**src/verilog/adf_pkg.sv**
```systemverilog
// constants and types for the auxiliary converter decimation filter
package adf_pkg;

  // register byte addresses
  localparam logic [7:0]  ADDR_CFG       = 8'h15;
  localparam logic [7:0]  ADDR_MUX       = 8'h16;
  localparam logic [7:0]  ADDR_OFS_LO    = 8'h17;
  localparam logic [7:0]  ADDR_OFS_HI    = 8'h18;
  localparam logic [7:0]  ADDR_FSC_LO    = 8'h19;
  localparam logic [7:0]  ADDR_FSC_HI    = 8'h1a;
  localparam logic [7:0]  ADDR_RES_LO    = 8'h1b;
  localparam logic [7:0]  ADDR_RES_MID   = 8'h1c;
  localparam logic [7:0]  ADDR_RES_HI    = 8'h1d;
  localparam logic [7:0]  ADDR_STATUS    = 8'h1e;

  // reset values
  localparam logic [7:0]  CFG_RESET      = 8'h00;
  localparam logic [7:0]  MUX_RESET      = 8'h01;
  localparam logic [15:0] OFS_RESET      = 16'h0000;
  localparam logic [15:0] FSC_RESET      = 16'h4000;

  // config register fields
  localparam int          CFG_GAIN_LSB   = 0;
  localparam int          CFG_REF_LSB    = 3;
  localparam int          CFG_RATE_LSB   = 6;
  localparam int          MUX_POS_LSB    = 4;

  // rate codes
  localparam logic [1:0]  RATE_10        = 2'h0;
  localparam logic [1:0]  RATE_100       = 2'h1;
  localparam logic [1:0]  RATE_400       = 2'h2;
  localparam logic [1:0]  RATE_800       = 2'h3;

  // reference codes
  localparam logic [2:0]  REF_INT        = 3'h0;
  localparam logic [2:0]  REF_P01        = 3'h1;
  localparam logic [2:0]  REF_P23        = 3'h2;
  localparam logic [2:0]  REF_P45        = 3'h3;
  localparam logic [2:0]  REF_SUPPLY     = 3'h4;

  // first gain code that uses the amplifier
  localparam logic [2:0]  GAIN_PGA_MIN   = 3'h3;

  // modulator sample divider: 144 clocks, count 0..143
  localparam logic [7:0]  MOD_DIV_LAST   = 8'h8f;

  // first stage ratio minus one: 512, 128, 64
  localparam logic [8:0]  DEC_512_LAST   = 9'h1ff;
  localparam logic [8:0]  DEC_128_LAST   = 9'h07f;
  localparam logic [8:0]  DEC_64_LAST    = 9'h03f;

  // first stage gain alignment to 24 bits
  localparam int          SH_512_RIGHT   = 4;
  localparam int          SH_128_LEFT    = 2;
  localparam int          SH_64_LEFT     = 5;

  // second stage: ten outputs averaged, reciprocal of ten in q0.24
  localparam logic [3:0]  AVG_LAST       = 4'h9;
  localparam logic [21:0] AVG_RECIP      = 22'h19_999a;
  localparam int          AVG_SHIFT      = 24;

  // unsettled first stage outputs dropped after a restart
  localparam logic [1:0]  SETTLE_LAST    = 2'h1;

  // calibration alignment
  localparam int          OFS_SHIFT      = 8;
  localparam int          FSC_SHIFT      = 14;

  // command opcodes with the low bit ignored (0ch/0dh and 0eh/0fh)
  localparam logic [6:0]  CMD_BEGIN_HI   = 7'h06;
  localparam logic [6:0]  CMD_HALT_HI    = 7'h07;

  typedef enum logic [1:0] {
    ST_IDLE,
    ST_SETTLE,
    ST_RUN
  } adf_state_t;

endpackage : adf_pkg

```
**src/verilog/adf_filter.sv**
```systemverilog
// auxiliary converter control registers, sinc3 and sinc1 decimation, calibration
`timescale 1ns/1ps

// Behaviour
// - take one modulator bit every 144 converter clocks
// - each conversion result is a 24-bit word from the filtered stream
// - first stage is sinc3 decimating by 64, 128 or 512
// - second stage is fed by first stage output at 100 SPS
// - second stage is sinc1 averaging ten inputs for 10 SPS
// - rates 800, 400, 100 bypass second stage and output first stage result
// - rate code 00 10SPS default, 01 100, 10 400, 11 800
// - total decimation is first ratio times second ratio, one when bypassed
// - all rates scale with the converter clock, nominal 7.3728 MHz
// - gain code 000..111 selects gain 1 to 128, doubling per step
// - gains 1, 2, 4 bypass the amplifier
// - input select register at 16h holds positive and negative four-bit selects
// - reference chooses internal, supply, or one of three external pin pairs
// - each result is corrected by 16-bit offset and 16-bit full-scale values
// - begin opcode 0Ch/0Dh starts continuous conversions, halt 0Eh/0Fh stops
module adf_filter
  import adf_pkg::*;
(
  input  wire logic        I_CORE_CLK,
  input  wire logic        I_RST_N,
  input  wire logic        I_MOD_BIT,
  input  wire logic        I_CMD_VALID,
  input  wire logic [7:0]  I_CMD,
  input  wire logic [7:0]  I_ADDR,
  input  wire logic [7:0]  I_WDATA,
  input  wire logic        I_WR,
  input  wire logic        I_RD,
  output logic      [7:0]  O_RDATA,
  output logic      [23:0] O_RESULT,
  output logic             O_RESULT_VALID,
  output logic      [3:0]  O_POS_SEL,
  output logic      [3:0]  O_NEG_SEL,
  output logic      [2:0]  O_GAIN_CODE,
  output logic             O_PGA_BYPASS,
  output logic      [2:0]  O_REF_SEL,
  output logic      [1:0]  O_RATE_CODE,
  output logic             O_RUNNING
);
  function automatic logic [8:0] adf_dec_last(input logic [1:0] rate);
    case (rate)
      RATE_400: adf_dec_last = DEC_128_LAST;
      RATE_800: adf_dec_last = DEC_64_LAST;
      default:  adf_dec_last = DEC_512_LAST;
    endcase
  endfunction : adf_dec_last
  function automatic logic [23:0] adf_sat(input logic signed [41:0] v);
    if ((&v[41:23]) | ~(|v[41:23])) begin
      adf_sat = v[23:0];
    end else if (v[41]) begin
      adf_sat = 24'h80_0000;
    end else begin
      adf_sat = 24'h7f_ffff;
    end
  endfunction : adf_sat
  logic        [7:0]  cfg_q;
  logic        [7:0]  mux_q;
  logic        [15:0] ofs_q;
  logic        [15:0] fsc_q;
  logic        [7:0]  rdata_q;
  logic               bypass_q;
  adf_state_t         state_q;
  logic               running_q;
  logic        [1:0]  drop_q;
  logic               mod_s1_q, mod_s2_q;
  logic        [7:0]  div_q;
  logic               mod_stb_q, cic_stb_q, s1_stb_q;
  logic        [8:0]  dec_q;
  logic signed [31:0] i1_q, i2_q, i3_q;
  logic signed [31:0] d1_q, d2_q, d3_q;
  logic        [23:0] s1_q, raw_q, res_q;
  logic signed [27:0] acc_q;
  logic        [3:0]  avg_cnt_q;
  logic               raw_stb_q, res_stb_q;
  logic               wr_cfg, wr_mux;
  logic               cmd_begin, cmd_halt;
  logic               restart, clear_pipe;
  logic               take, dec_wrap;
  logic        [1:0]  rate;
  logic signed [31:0] x_in, c1, c2, c3;
  logic signed [41:0] c3_scaled;
  logic signed [27:0] sum10;
  logic signed [49:0] avg_prod;
  logic signed [24:0] cal_diff;
  logic signed [41:0] cal_prod;
  assign rate       = cfg_q[CFG_RATE_LSB +: 2];
  assign wr_cfg     = I_WR && (I_ADDR == ADDR_CFG);
  assign wr_mux     = I_WR && (I_ADDR == ADDR_MUX);
  assign cmd_begin  = I_CMD_VALID && (I_CMD[7:1] == CMD_BEGIN_HI);
  assign cmd_halt   = I_CMD_VALID && (I_CMD[7:1] == CMD_HALT_HI);
  // selection or rate change while running starts conversion afresh
  assign restart    = cmd_begin || ((state_q != ST_IDLE) && (wr_cfg || wr_mux));
  assign clear_pipe = (state_q == ST_IDLE) || restart || cmd_halt;
  // register writes
  always_ff @(posedge I_CORE_CLK) begin
    if (!I_RST_N) begin
      cfg_q    <= CFG_RESET;
      bypass_q <= 1'b1;
    end else if (wr_cfg) begin
      cfg_q[CFG_GAIN_LSB +: 3] <= I_WDATA[CFG_GAIN_LSB +: 3];
      cfg_q[CFG_RATE_LSB +: 2] <= I_WDATA[CFG_RATE_LSB +: 2];
      if (I_WDATA[CFG_REF_LSB +: 3] > REF_SUPPLY) begin
        cfg_q[CFG_REF_LSB +: 3] <= REF_INT;
      end else begin
        cfg_q[CFG_REF_LSB +: 3] <= I_WDATA[CFG_REF_LSB +: 3];
      end
      bypass_q <= I_WDATA[CFG_GAIN_LSB +: 3] < GAIN_PGA_MIN;
    end
  end
  always_ff @(posedge I_CORE_CLK) begin
    if (!I_RST_N) begin
      mux_q <= MUX_RESET;
    end else if (wr_mux) begin
      mux_q <= I_WDATA;
    end
  end
  always_ff @(posedge I_CORE_CLK) begin
    if (!I_RST_N) begin
      ofs_q <= OFS_RESET;
      fsc_q <= FSC_RESET;
    end else if (I_WR) begin
      case (I_ADDR)
        ADDR_OFS_LO: ofs_q[7:0]  <= I_WDATA;
        ADDR_OFS_HI: ofs_q[15:8] <= I_WDATA;
        ADDR_FSC_LO: fsc_q[7:0]  <= I_WDATA;
        ADDR_FSC_HI: fsc_q[15:8] <= I_WDATA;
        default: ;
      endcase
    end
  end
  // register reads, data in the following cycle only
  always_ff @(posedge I_CORE_CLK) begin
    if (!I_RST_N) begin
      rdata_q <= 8'h00;
    end else if (I_RD) begin
      case (I_ADDR)
        ADDR_CFG:     rdata_q <= cfg_q;
        ADDR_MUX:     rdata_q <= mux_q;
        ADDR_OFS_LO:  rdata_q <= ofs_q[7:0];
        ADDR_OFS_HI:  rdata_q <= ofs_q[15:8];
        ADDR_FSC_LO:  rdata_q <= fsc_q[7:0];
        ADDR_FSC_HI:  rdata_q <= fsc_q[15:8];
        ADDR_RES_LO:  rdata_q <= res_q[7:0];
        ADDR_RES_MID: rdata_q <= res_q[15:8];
        ADDR_RES_HI:  rdata_q <= res_q[23:16];
        ADDR_STATUS:  rdata_q <= {7'h00, state_q != ST_IDLE};
        default:      rdata_q <= 8'h00;
      endcase
    end else begin
      rdata_q <= 8'h00;
    end
  end
  // conversion control
  always_ff @(posedge I_CORE_CLK) begin
    if (!I_RST_N) begin
      state_q   <= ST_IDLE;
      running_q <= 1'b0;
      drop_q    <= 2'h0;
    end else if (cmd_halt) begin
      state_q   <= ST_IDLE;
      running_q <= 1'b0;
    end else if (restart) begin
      state_q   <= ST_SETTLE;
      running_q <= 1'b1;
      drop_q    <= 2'h0;
    end else begin
      case (state_q)
        ST_SETTLE: begin
          if (s1_stb_q) begin
            drop_q <= drop_q + 2'h1;
            if (drop_q == SETTLE_LAST) begin
              state_q <= ST_RUN;
            end
          end
        end
        ST_RUN:  state_q <= ST_RUN;
        ST_IDLE: state_q <= ST_IDLE;
        default: state_q <= ST_IDLE;
      endcase
    end
  end
  // modulator bit synchroniser
  always_ff @(posedge I_CORE_CLK) begin
    if (!I_RST_N) begin
      mod_s1_q <= 1'b0;
      mod_s2_q <= 1'b0;
    end else begin
      mod_s1_q <= I_MOD_BIT;
      mod_s2_q <= mod_s1_q;
    end
  end
  // modulator sample strobe, free running from the converter clock
  always_ff @(posedge I_CORE_CLK) begin
    if (!I_RST_N) begin
      div_q     <= 8'h00;
      mod_stb_q <= 1'b0;
    end else begin
      div_q     <= (div_q == MOD_DIV_LAST) ? 8'h00 : div_q + 8'h01;
      mod_stb_q <= (div_q == MOD_DIV_LAST);
    end
  end
  // sinc3 integrators on every modulator sample
  assign x_in     = mod_s2_q ? 32'h0000_0001 : 32'hffff_ffff;
  assign dec_wrap = mod_stb_q && (dec_q == adf_dec_last(rate));
  always_ff @(posedge I_CORE_CLK) begin
    if (!I_RST_N || clear_pipe) begin
      i1_q      <= 32'h0000_0000;
      i2_q      <= 32'h0000_0000;
      i3_q      <= 32'h0000_0000;
      dec_q     <= 9'h000;
      cic_stb_q <= 1'b0;
    end else begin
      if (mod_stb_q) begin
        i1_q  <= i1_q + x_in;
        i2_q  <= i2_q + i1_q;
        i3_q  <= i3_q + i2_q;
        dec_q <= dec_wrap ? 9'h000 : dec_q + 9'h001;
      end
      cic_stb_q <= dec_wrap;
    end
  end
  // sinc3 combs at the decimated rate
  assign c1 = i3_q - d1_q;
  assign c2 = c1 - d2_q;
  assign c3 = c2 - d3_q;
  always_comb begin
    c3_scaled = {{10{c3[31]}}, c3};
    case (rate)
      RATE_400: c3_scaled = c3_scaled <<< SH_128_LEFT;
      RATE_800: c3_scaled = c3_scaled <<< SH_64_LEFT;
      default:  c3_scaled = c3_scaled >>> SH_512_RIGHT;
    endcase
  end
  always_ff @(posedge I_CORE_CLK) begin
    if (!I_RST_N || clear_pipe) begin
      d1_q     <= 32'h0000_0000;
      d2_q     <= 32'h0000_0000;
      d3_q     <= 32'h0000_0000;
      s1_q     <= 24'h00_0000;
      s1_stb_q <= 1'b0;
    end else begin
      s1_stb_q <= cic_stb_q;
      if (cic_stb_q) begin
        d1_q <= i3_q;
        d2_q <= c1;
        d3_q <= c2;
        s1_q <= adf_sat(c3_scaled);
      end
    end
  end
  // second stage: sinc1 over ten 100 SPS outputs, or bypass
  assign take     = s1_stb_q && (state_q == ST_RUN);
  assign sum10    = acc_q + {{4{s1_q[23]}}, s1_q};
  assign avg_prod = sum10 * $signed(AVG_RECIP);
  always_ff @(posedge I_CORE_CLK) begin
    if (!I_RST_N || clear_pipe) begin
      acc_q     <= 28'h000_0000;
      avg_cnt_q <= 4'h0;
      raw_q     <= 24'h00_0000;
      raw_stb_q <= 1'b0;
    end else begin
      raw_stb_q <= 1'b0;
      if (take && (rate == RATE_10)) begin
        if (avg_cnt_q == AVG_LAST) begin
          raw_q     <= adf_sat(42'(avg_prod >>> AVG_SHIFT));
          raw_stb_q <= 1'b1;
          acc_q     <= 28'h000_0000;
          avg_cnt_q <= 4'h0;
        end else begin
          acc_q     <= sum10;
          avg_cnt_q <= avg_cnt_q + 4'h1;
        end
      end else if (take) begin
        raw_q     <= s1_q;
        raw_stb_q <= 1'b1;
      end
    end
  end
  // calibration: offset then full-scale
  assign cal_diff = {raw_q[23], raw_q} - 25'({{9{ofs_q[15]}}, ofs_q} <<< OFS_SHIFT);
  assign cal_prod = cal_diff * $signed({1'b0, fsc_q});
  always_ff @(posedge I_CORE_CLK) begin
    if (!I_RST_N) begin
      res_q     <= 24'h00_0000;
      res_stb_q <= 1'b0;
    end else begin
      res_stb_q <= raw_stb_q && !clear_pipe;
      if (raw_stb_q) begin
        res_q <= adf_sat(cal_prod >>> FSC_SHIFT);
      end
    end
  end
  assign O_RDATA        = rdata_q;
  assign O_RESULT       = res_q;
  assign O_RESULT_VALID = res_stb_q;
  assign O_POS_SEL      = mux_q[MUX_POS_LSB +: 4];
  assign O_NEG_SEL      = mux_q[3:0];
  assign O_GAIN_CODE    = cfg_q[CFG_GAIN_LSB +: 3];
  assign O_PGA_BYPASS   = bypass_q;
  assign O_REF_SEL      = cfg_q[CFG_REF_LSB +: 3];
  assign O_RATE_CODE    = cfg_q[CFG_RATE_LSB +: 2];
  assign O_RUNNING      = running_q;

  // checking helpers
  logic [7:0] h_gap_q;
  logic       h_seen_q;
  logic [9:0] h_smp_q;
  logic [3:0] h_avg_q;
  always_ff @(posedge I_CORE_CLK) begin
    if (!I_RST_N) begin
      h_gap_q  <= 8'h00;
      h_seen_q <= 1'b0;
    end else begin
      h_gap_q  <= mod_stb_q ? 8'h00 : h_gap_q + 8'h01;
      h_seen_q <= h_seen_q | mod_stb_q;
    end
  end
  always_ff @(posedge I_CORE_CLK) begin
    if (!I_RST_N || clear_pipe || cic_stb_q) begin
      h_smp_q <= 10'h000;
    end else if (mod_stb_q) begin
      h_smp_q <= h_smp_q + 10'h001;
    end
  end
  always_ff @(posedge I_CORE_CLK) begin
    if (!I_RST_N || clear_pipe || raw_stb_q) begin
      h_avg_q <= 4'h0;
    end else if (take) begin
      h_avg_q <= h_avg_q + 4'h1;
    end
  end
endmodule : adf_filter

```
**config.mk**
```make
export PLATFORM = sky130hd
export DESIGN_NAME = adf_filter
export DESIGN_NICKNAME = d
export VERILOG_FILES = /design/src/verilog/adf_pkg.sv /design/src/verilog/adf_filter.sv
export SDC_FILE = /design/constraint.sdc
export NUM_CORES = 2
export LEC_CHECK = 0
export BUFFER_PORTS_ARGS = -buffer_cell sky130_fd_sc_hd__buf_2
export CORE_MARGIN = 4
export CORE_UTILIZATION = 50
export CTS_BUF_LIST = sky130_fd_sc_hd__clkbuf_16
export CTS_CLUSTER_SIZE = 40
export DETAILED_ROUTE_END_ITERATION = 8
export GPL_TIMING_DRIVEN = 0
export HOLD_SLACK_MARGIN = 0.1
export PLACE_DENSITY = 0.74
export SLEW_MARGIN = 20
export SYNTH_ARGS = -nofsm -noshare
export SYNTH_HDL_FRONTEND = slang
export SYNTH_SLANG_ARGS = --single-unit
```
**constraint.sdc**
```tcl
create_clock -name I_CORE_CLK -period 11.71 [get_ports I_CORE_CLK]
set_clock_uncertainty 0.05 [all_clocks]
set_input_delay 2.342 -clock I_CORE_CLK [delete_from_list [all_inputs] [get_ports I_CORE_CLK]]
set_output_delay 2.342 -clock I_CORE_CLK [all_outputs]
set_load 0.05 [all_outputs]
```
==> results.rst <==
.. list-table::
   :header-rows: 1

   * - Metric
     - Value
   * - Run status
     - completed
   * - Number of buffer cells added on primary ports
     - 77
   * - H-tree lvl count
     - 2
   * - Number of optimization iterations in the first detailed-route pass
     - 9
   * - Estimated wirelength of the detail-placed design
     - between 100 and 150 mm
   * - Synth Register Bits
     - about 380
   * - Area used by multi-input combinational logic
     - about 38000 um^2
   * - Main combinational cell family by area after synthesis
     - adder cells
   * - Vias
     - between 40000 and 50000
   * - Time the final worst path needs with I/O delays and setup
     - approximately 11 ns
   * - Remaining Overflow, GRT
     - 0
   * - Die Width
     - between 300 and 400 um
   * - Antenna violations before repair
     - 5
   * - Async set-or-reset flop fraction in the synthesized netlist
     - 0%
   * - Final RePlAce weighted congestion
     - roughly 0.94
   * - Pin count of the biggest net entering global routing
     - 45
   * - Xor/xnor share of the synthesized area
     - 5.96%
   * - Cell count after placement
     - between 7000 and 8000
   * - P_leak
     - between 0.02 and 0.025 uW
   * - Proportion of layout cells with a drive suffix above 1
     - about 3.9%
   * - Via count of the first global-routing pass
     - between 40000 and 50000
   * - Total inserted antenna cells
     - 0
   * - Count of different cell masters after synthesis
     - slightly above 90
   * - Mapped Area
     - around 50000 um^2
   * - Max-capacitance violation count
     - 0
   * - Clock buffers created by TritonCTS
     - 43
   * - Worst min path class
     - reg2reg
   * - Sink count of the clock tree
     - ~380
   * - Skew-Pair Late Insertion Delay
     - around 0.64 ns
   * - Part of the cycle the worst path needs
     - a little over nine tenths
   * - Sequential element share of the synthesized area
     - 15.3%
   * - Area of the core
     - a little under 100000 um^2
   * - Routed via count divided by cell count
     - approximately 5.6
   * - Most numerous cell on the critical path
     - fa_1
   * - Buffer type at the clock tree root
     - clkbuf_16
   * - Crit path largest cell delay
     - approximately 0.75 ns
   * - Post-CTS Setup Inserts
     - 0
   * - Critical path startpoint category
     - flip-flop
   * - Pins over their slew limit
     - 0
   * - Slew headroom
     - 19.1%
   * - Setup TNS
     - 0 ns
   * - Maximum number of buffers from clock root to sink
     - 3
   * - PD cells
     - 53.4 nW/um^2
   * - Average wire per cell in the routed design
     - approximately 19 um
   * - Area delta synth->final
     - 7.23%
   * - FP Rows
     - about 120
   * - Average cell area after synthesis
     - roughly 8.6 um^2
   * - DRC errors left
     - 0
   * - Share of the synthesized area in compound gates (AO/OA/AOI/OAI)
     - between 10% and 20%
   * - Commonest non-fill, non-tap cells in the layout
     - inv_1, fa_1, ha_1
   * - Crit path DAT
     - around 11 ns
   * - DP Worst Slack
     - ~0.22 ns
   * - Top flip-flop cell by instance count after synthesis
     - dfxtp_1
   * - Full die area
     - about 100000 um^2
   * - Fill cell instance count of the final layout
     - between 8000 and 9000
   * - Post-Synth Adder-Cell Area
     - between 30% and 40%
   * - Number of setup violations in the final report
     - 0
   * - Yosys warns
     - 0
   * - Worst slew pin tran
     - 1.21 ns
   * - Count of flip-flops with a built-in enable after synthesis
     - 0
   * - Crit path required time
     - about 12 ns
   * - Post-Synthesis Net Count
     - between 6000 and 7000
   * - GRT Total Usage
     - ~26%
   * - Die Span Y
     - ~320 um
   * - Antenna-violating nets left
     - 0
   * - Highest achievable clock rate
     - ~91 MHz
   * - Endpoints failing hold
     - 0
   * - Largest vdd supply drop
     - about 0.00018 V
   * - Synthesized instance count
     - a little under 6000
   * - CTS clock-pin slew for the worst setup and hold paths
     - approximately 0.06 ns
   * - Max Fanout on Critical Path
     - 10
   * - Starting DRT DRC Count
     - roughly 3200
   * - Post-layout net count
     - 7117
   * - CP endpoint kind
     - flip-flop
   * - Min setup slack post-route
     - between 0.6 and 0.7 ns
   * - Most common cell after layout, fill and taps aside
     - inv_1
   * - Area used by sequential logic in the layout
     - ~7600 um^2
   * - Synth Area in Simple Gates
     - roughly 14%
   * - Overall routed net length
     - around 130 mm
   * - Initial core utilization
     - 50.5%
   * - Slowest stage cell, crit path
     - fa_1
   * - Hold bufs inserted after CTS
     - 0
   * - Post-CTS resize count
     - 0
   * - Setup Crit Path Kind
     - reg2reg
   * - Setup repair after global routing missed its margin
     - no
   * - Wire length of the first global-routing pass
     - approximately 220 mm
   * - I/O pin count
     - 81
   * - Finished Layout Cells
     - around 7200
   * - CTS tree
     - built
   * - Share of cell area taken by muxes after synthesis
     - approximately 3.8%
[cell usage after synthesis, types with 16 or more instances]
cell | instances | area share (%)
a21o_1 | 100 | 1.5
a21boi_0 | 16 | 0.24
a21oi_1 | 322 | 3.2
inv_1 | 970 | 7.3
or3_1 | 18 | 0.23
a31oi_1 | 35 | 0.44
a22oi_1 | 45 | 0.68
ha_1 | 554 | 14
nand2b_1 | 47 | 0.59
o21bai_1 | 42 | 0.63
o31ai_1 | 17 | 0.26
buf_1 | 19 | 0.14
dfxtp_1 | 382 | 15
fa_1 | 619 | 25
and2_1 | 146 | 1.8
nand2_1 | 478 | 3.6
nor3_1 | 49 | 0.49
nor2_1 | 473 | 3.6
xor2_1 | 113 | 2.0
nand4_1 | 24 | 0.30
nand3_1 | 98 | 0.98
o21ai_0 | 169 | 1.7
a211oi_1 | 41 | 0.62
and3_1 | 27 | 0.34
nor2b_1 | 39 | 0.49
mux2i_1 | 181 | 3.6
o21ai_1 | 47 | 0.47
o22ai_1 | 28 | 0.35
clkbuf_1 | 176 | 1.3
xnor2_1 | 216 | 3.8
o21a_1 | 62 | 0.93
[sequential cells by signal, indices dropped and copies added (netlist names), 28 cells and up]
| name | cells |
|---|---|
| d1_q | 32 |
| d2_q | 32 |
| d3_q | 32 |
| i1_q | 32 |
| i2_q | 32 |
| i3_q | 32 |
| acc_q | 28 |
[per-stage QoR]
| step | cell area (um^2) | hold WS (ns) | total power, uW | utilization, % |
|---|---|---|---|---|
| 2_1_floorplan | 49900 | 0.362 | 1370 | - |
| 3_3_place_gp | 51900 | 0.369 | 1400 | 52.6 |
| 3_5_place_dp | 51900 | 0.373 | 1400 | 52.6 |
| 4_1_cts | 53500 | 0.390 | 2870 | 54.2 |
| 5_1_grt | 53500 | 0.408 | 2930 | 54.2 |
| 6_report | 53500 | 0.388 | 2860 | 54.2 |
[where the power goes]
part	internal (uW)	total [uW]	switching (uW)
combinational	21.7	67.9	46.2
sequential	1300	1300	1.15
clock	857	1490	632
[critical path, delay by kind of cell (launching register included)]
family	cells	cell delay [ns]
simple gates	6	0.82
fa+ha+maj	9	4.33
buf+inv	6	0.92
flops	1	0.41
compound gates	18	4.35
[layout make-up]
class | instances | area share (%)
Buffer | 208 | 1.61
Clock buffer | 43 | 2.01
Clock inverter | 36 | 0.823
Inverter | 973 | 6.83
Multi-Input combinational cell | 4229 | 70.7
Sequential cell | 382 | 14.3
Tap cell | 1287 | 3.01
Timing Repair Buffer | 77 | 0.720
[worst paths after layout]
path	from	cells after the start	end	slack, ns
worst max-delay path	ofs_q[0]$_SDFFE_PN0P_	39	O_RESULT[17]$_SDFFE_PN0P_	0.70
worst min-delay path	mod_s1_q$_SDFF_PN0_	1	mod_s2_q$_SDFF_PN0_	0.39
worst max register to register	ofs_q[0]$_SDFFE_PN0P_	39	O_RESULT[17]$_SDFFE_PN0P_	0.70
worst min register to register	mod_s1_q$_SDFF_PN0_	1	mod_s2_q$_SDFF_PN0_	0.39
[kinds of logic after synthesis]
| group | Yosys count |
|---|---|
| DFF | 382 |
| xor gates and xnor gates | 334 |
| and+or+nand+nor | 1471 |
| adders and majority gates | 1173 |
| AOI/OAI and AO/OA | 1061 |
| muxes | 190 |
| buffers and inverters | 1181 |
[per-layer routing]
metal / GRT usage (%) / wire length (um) / vias to the layer above
li1: - / - / 19143
met2: 41.3 / 59600 / 1478
met4: 7.94 / 4440 / 4
met3: 6.71 / 13500 / 283
met1: 34.2 / 56800 / 19618
met5: 0 / 19 / -
Power figures use the tool's default switching activity.
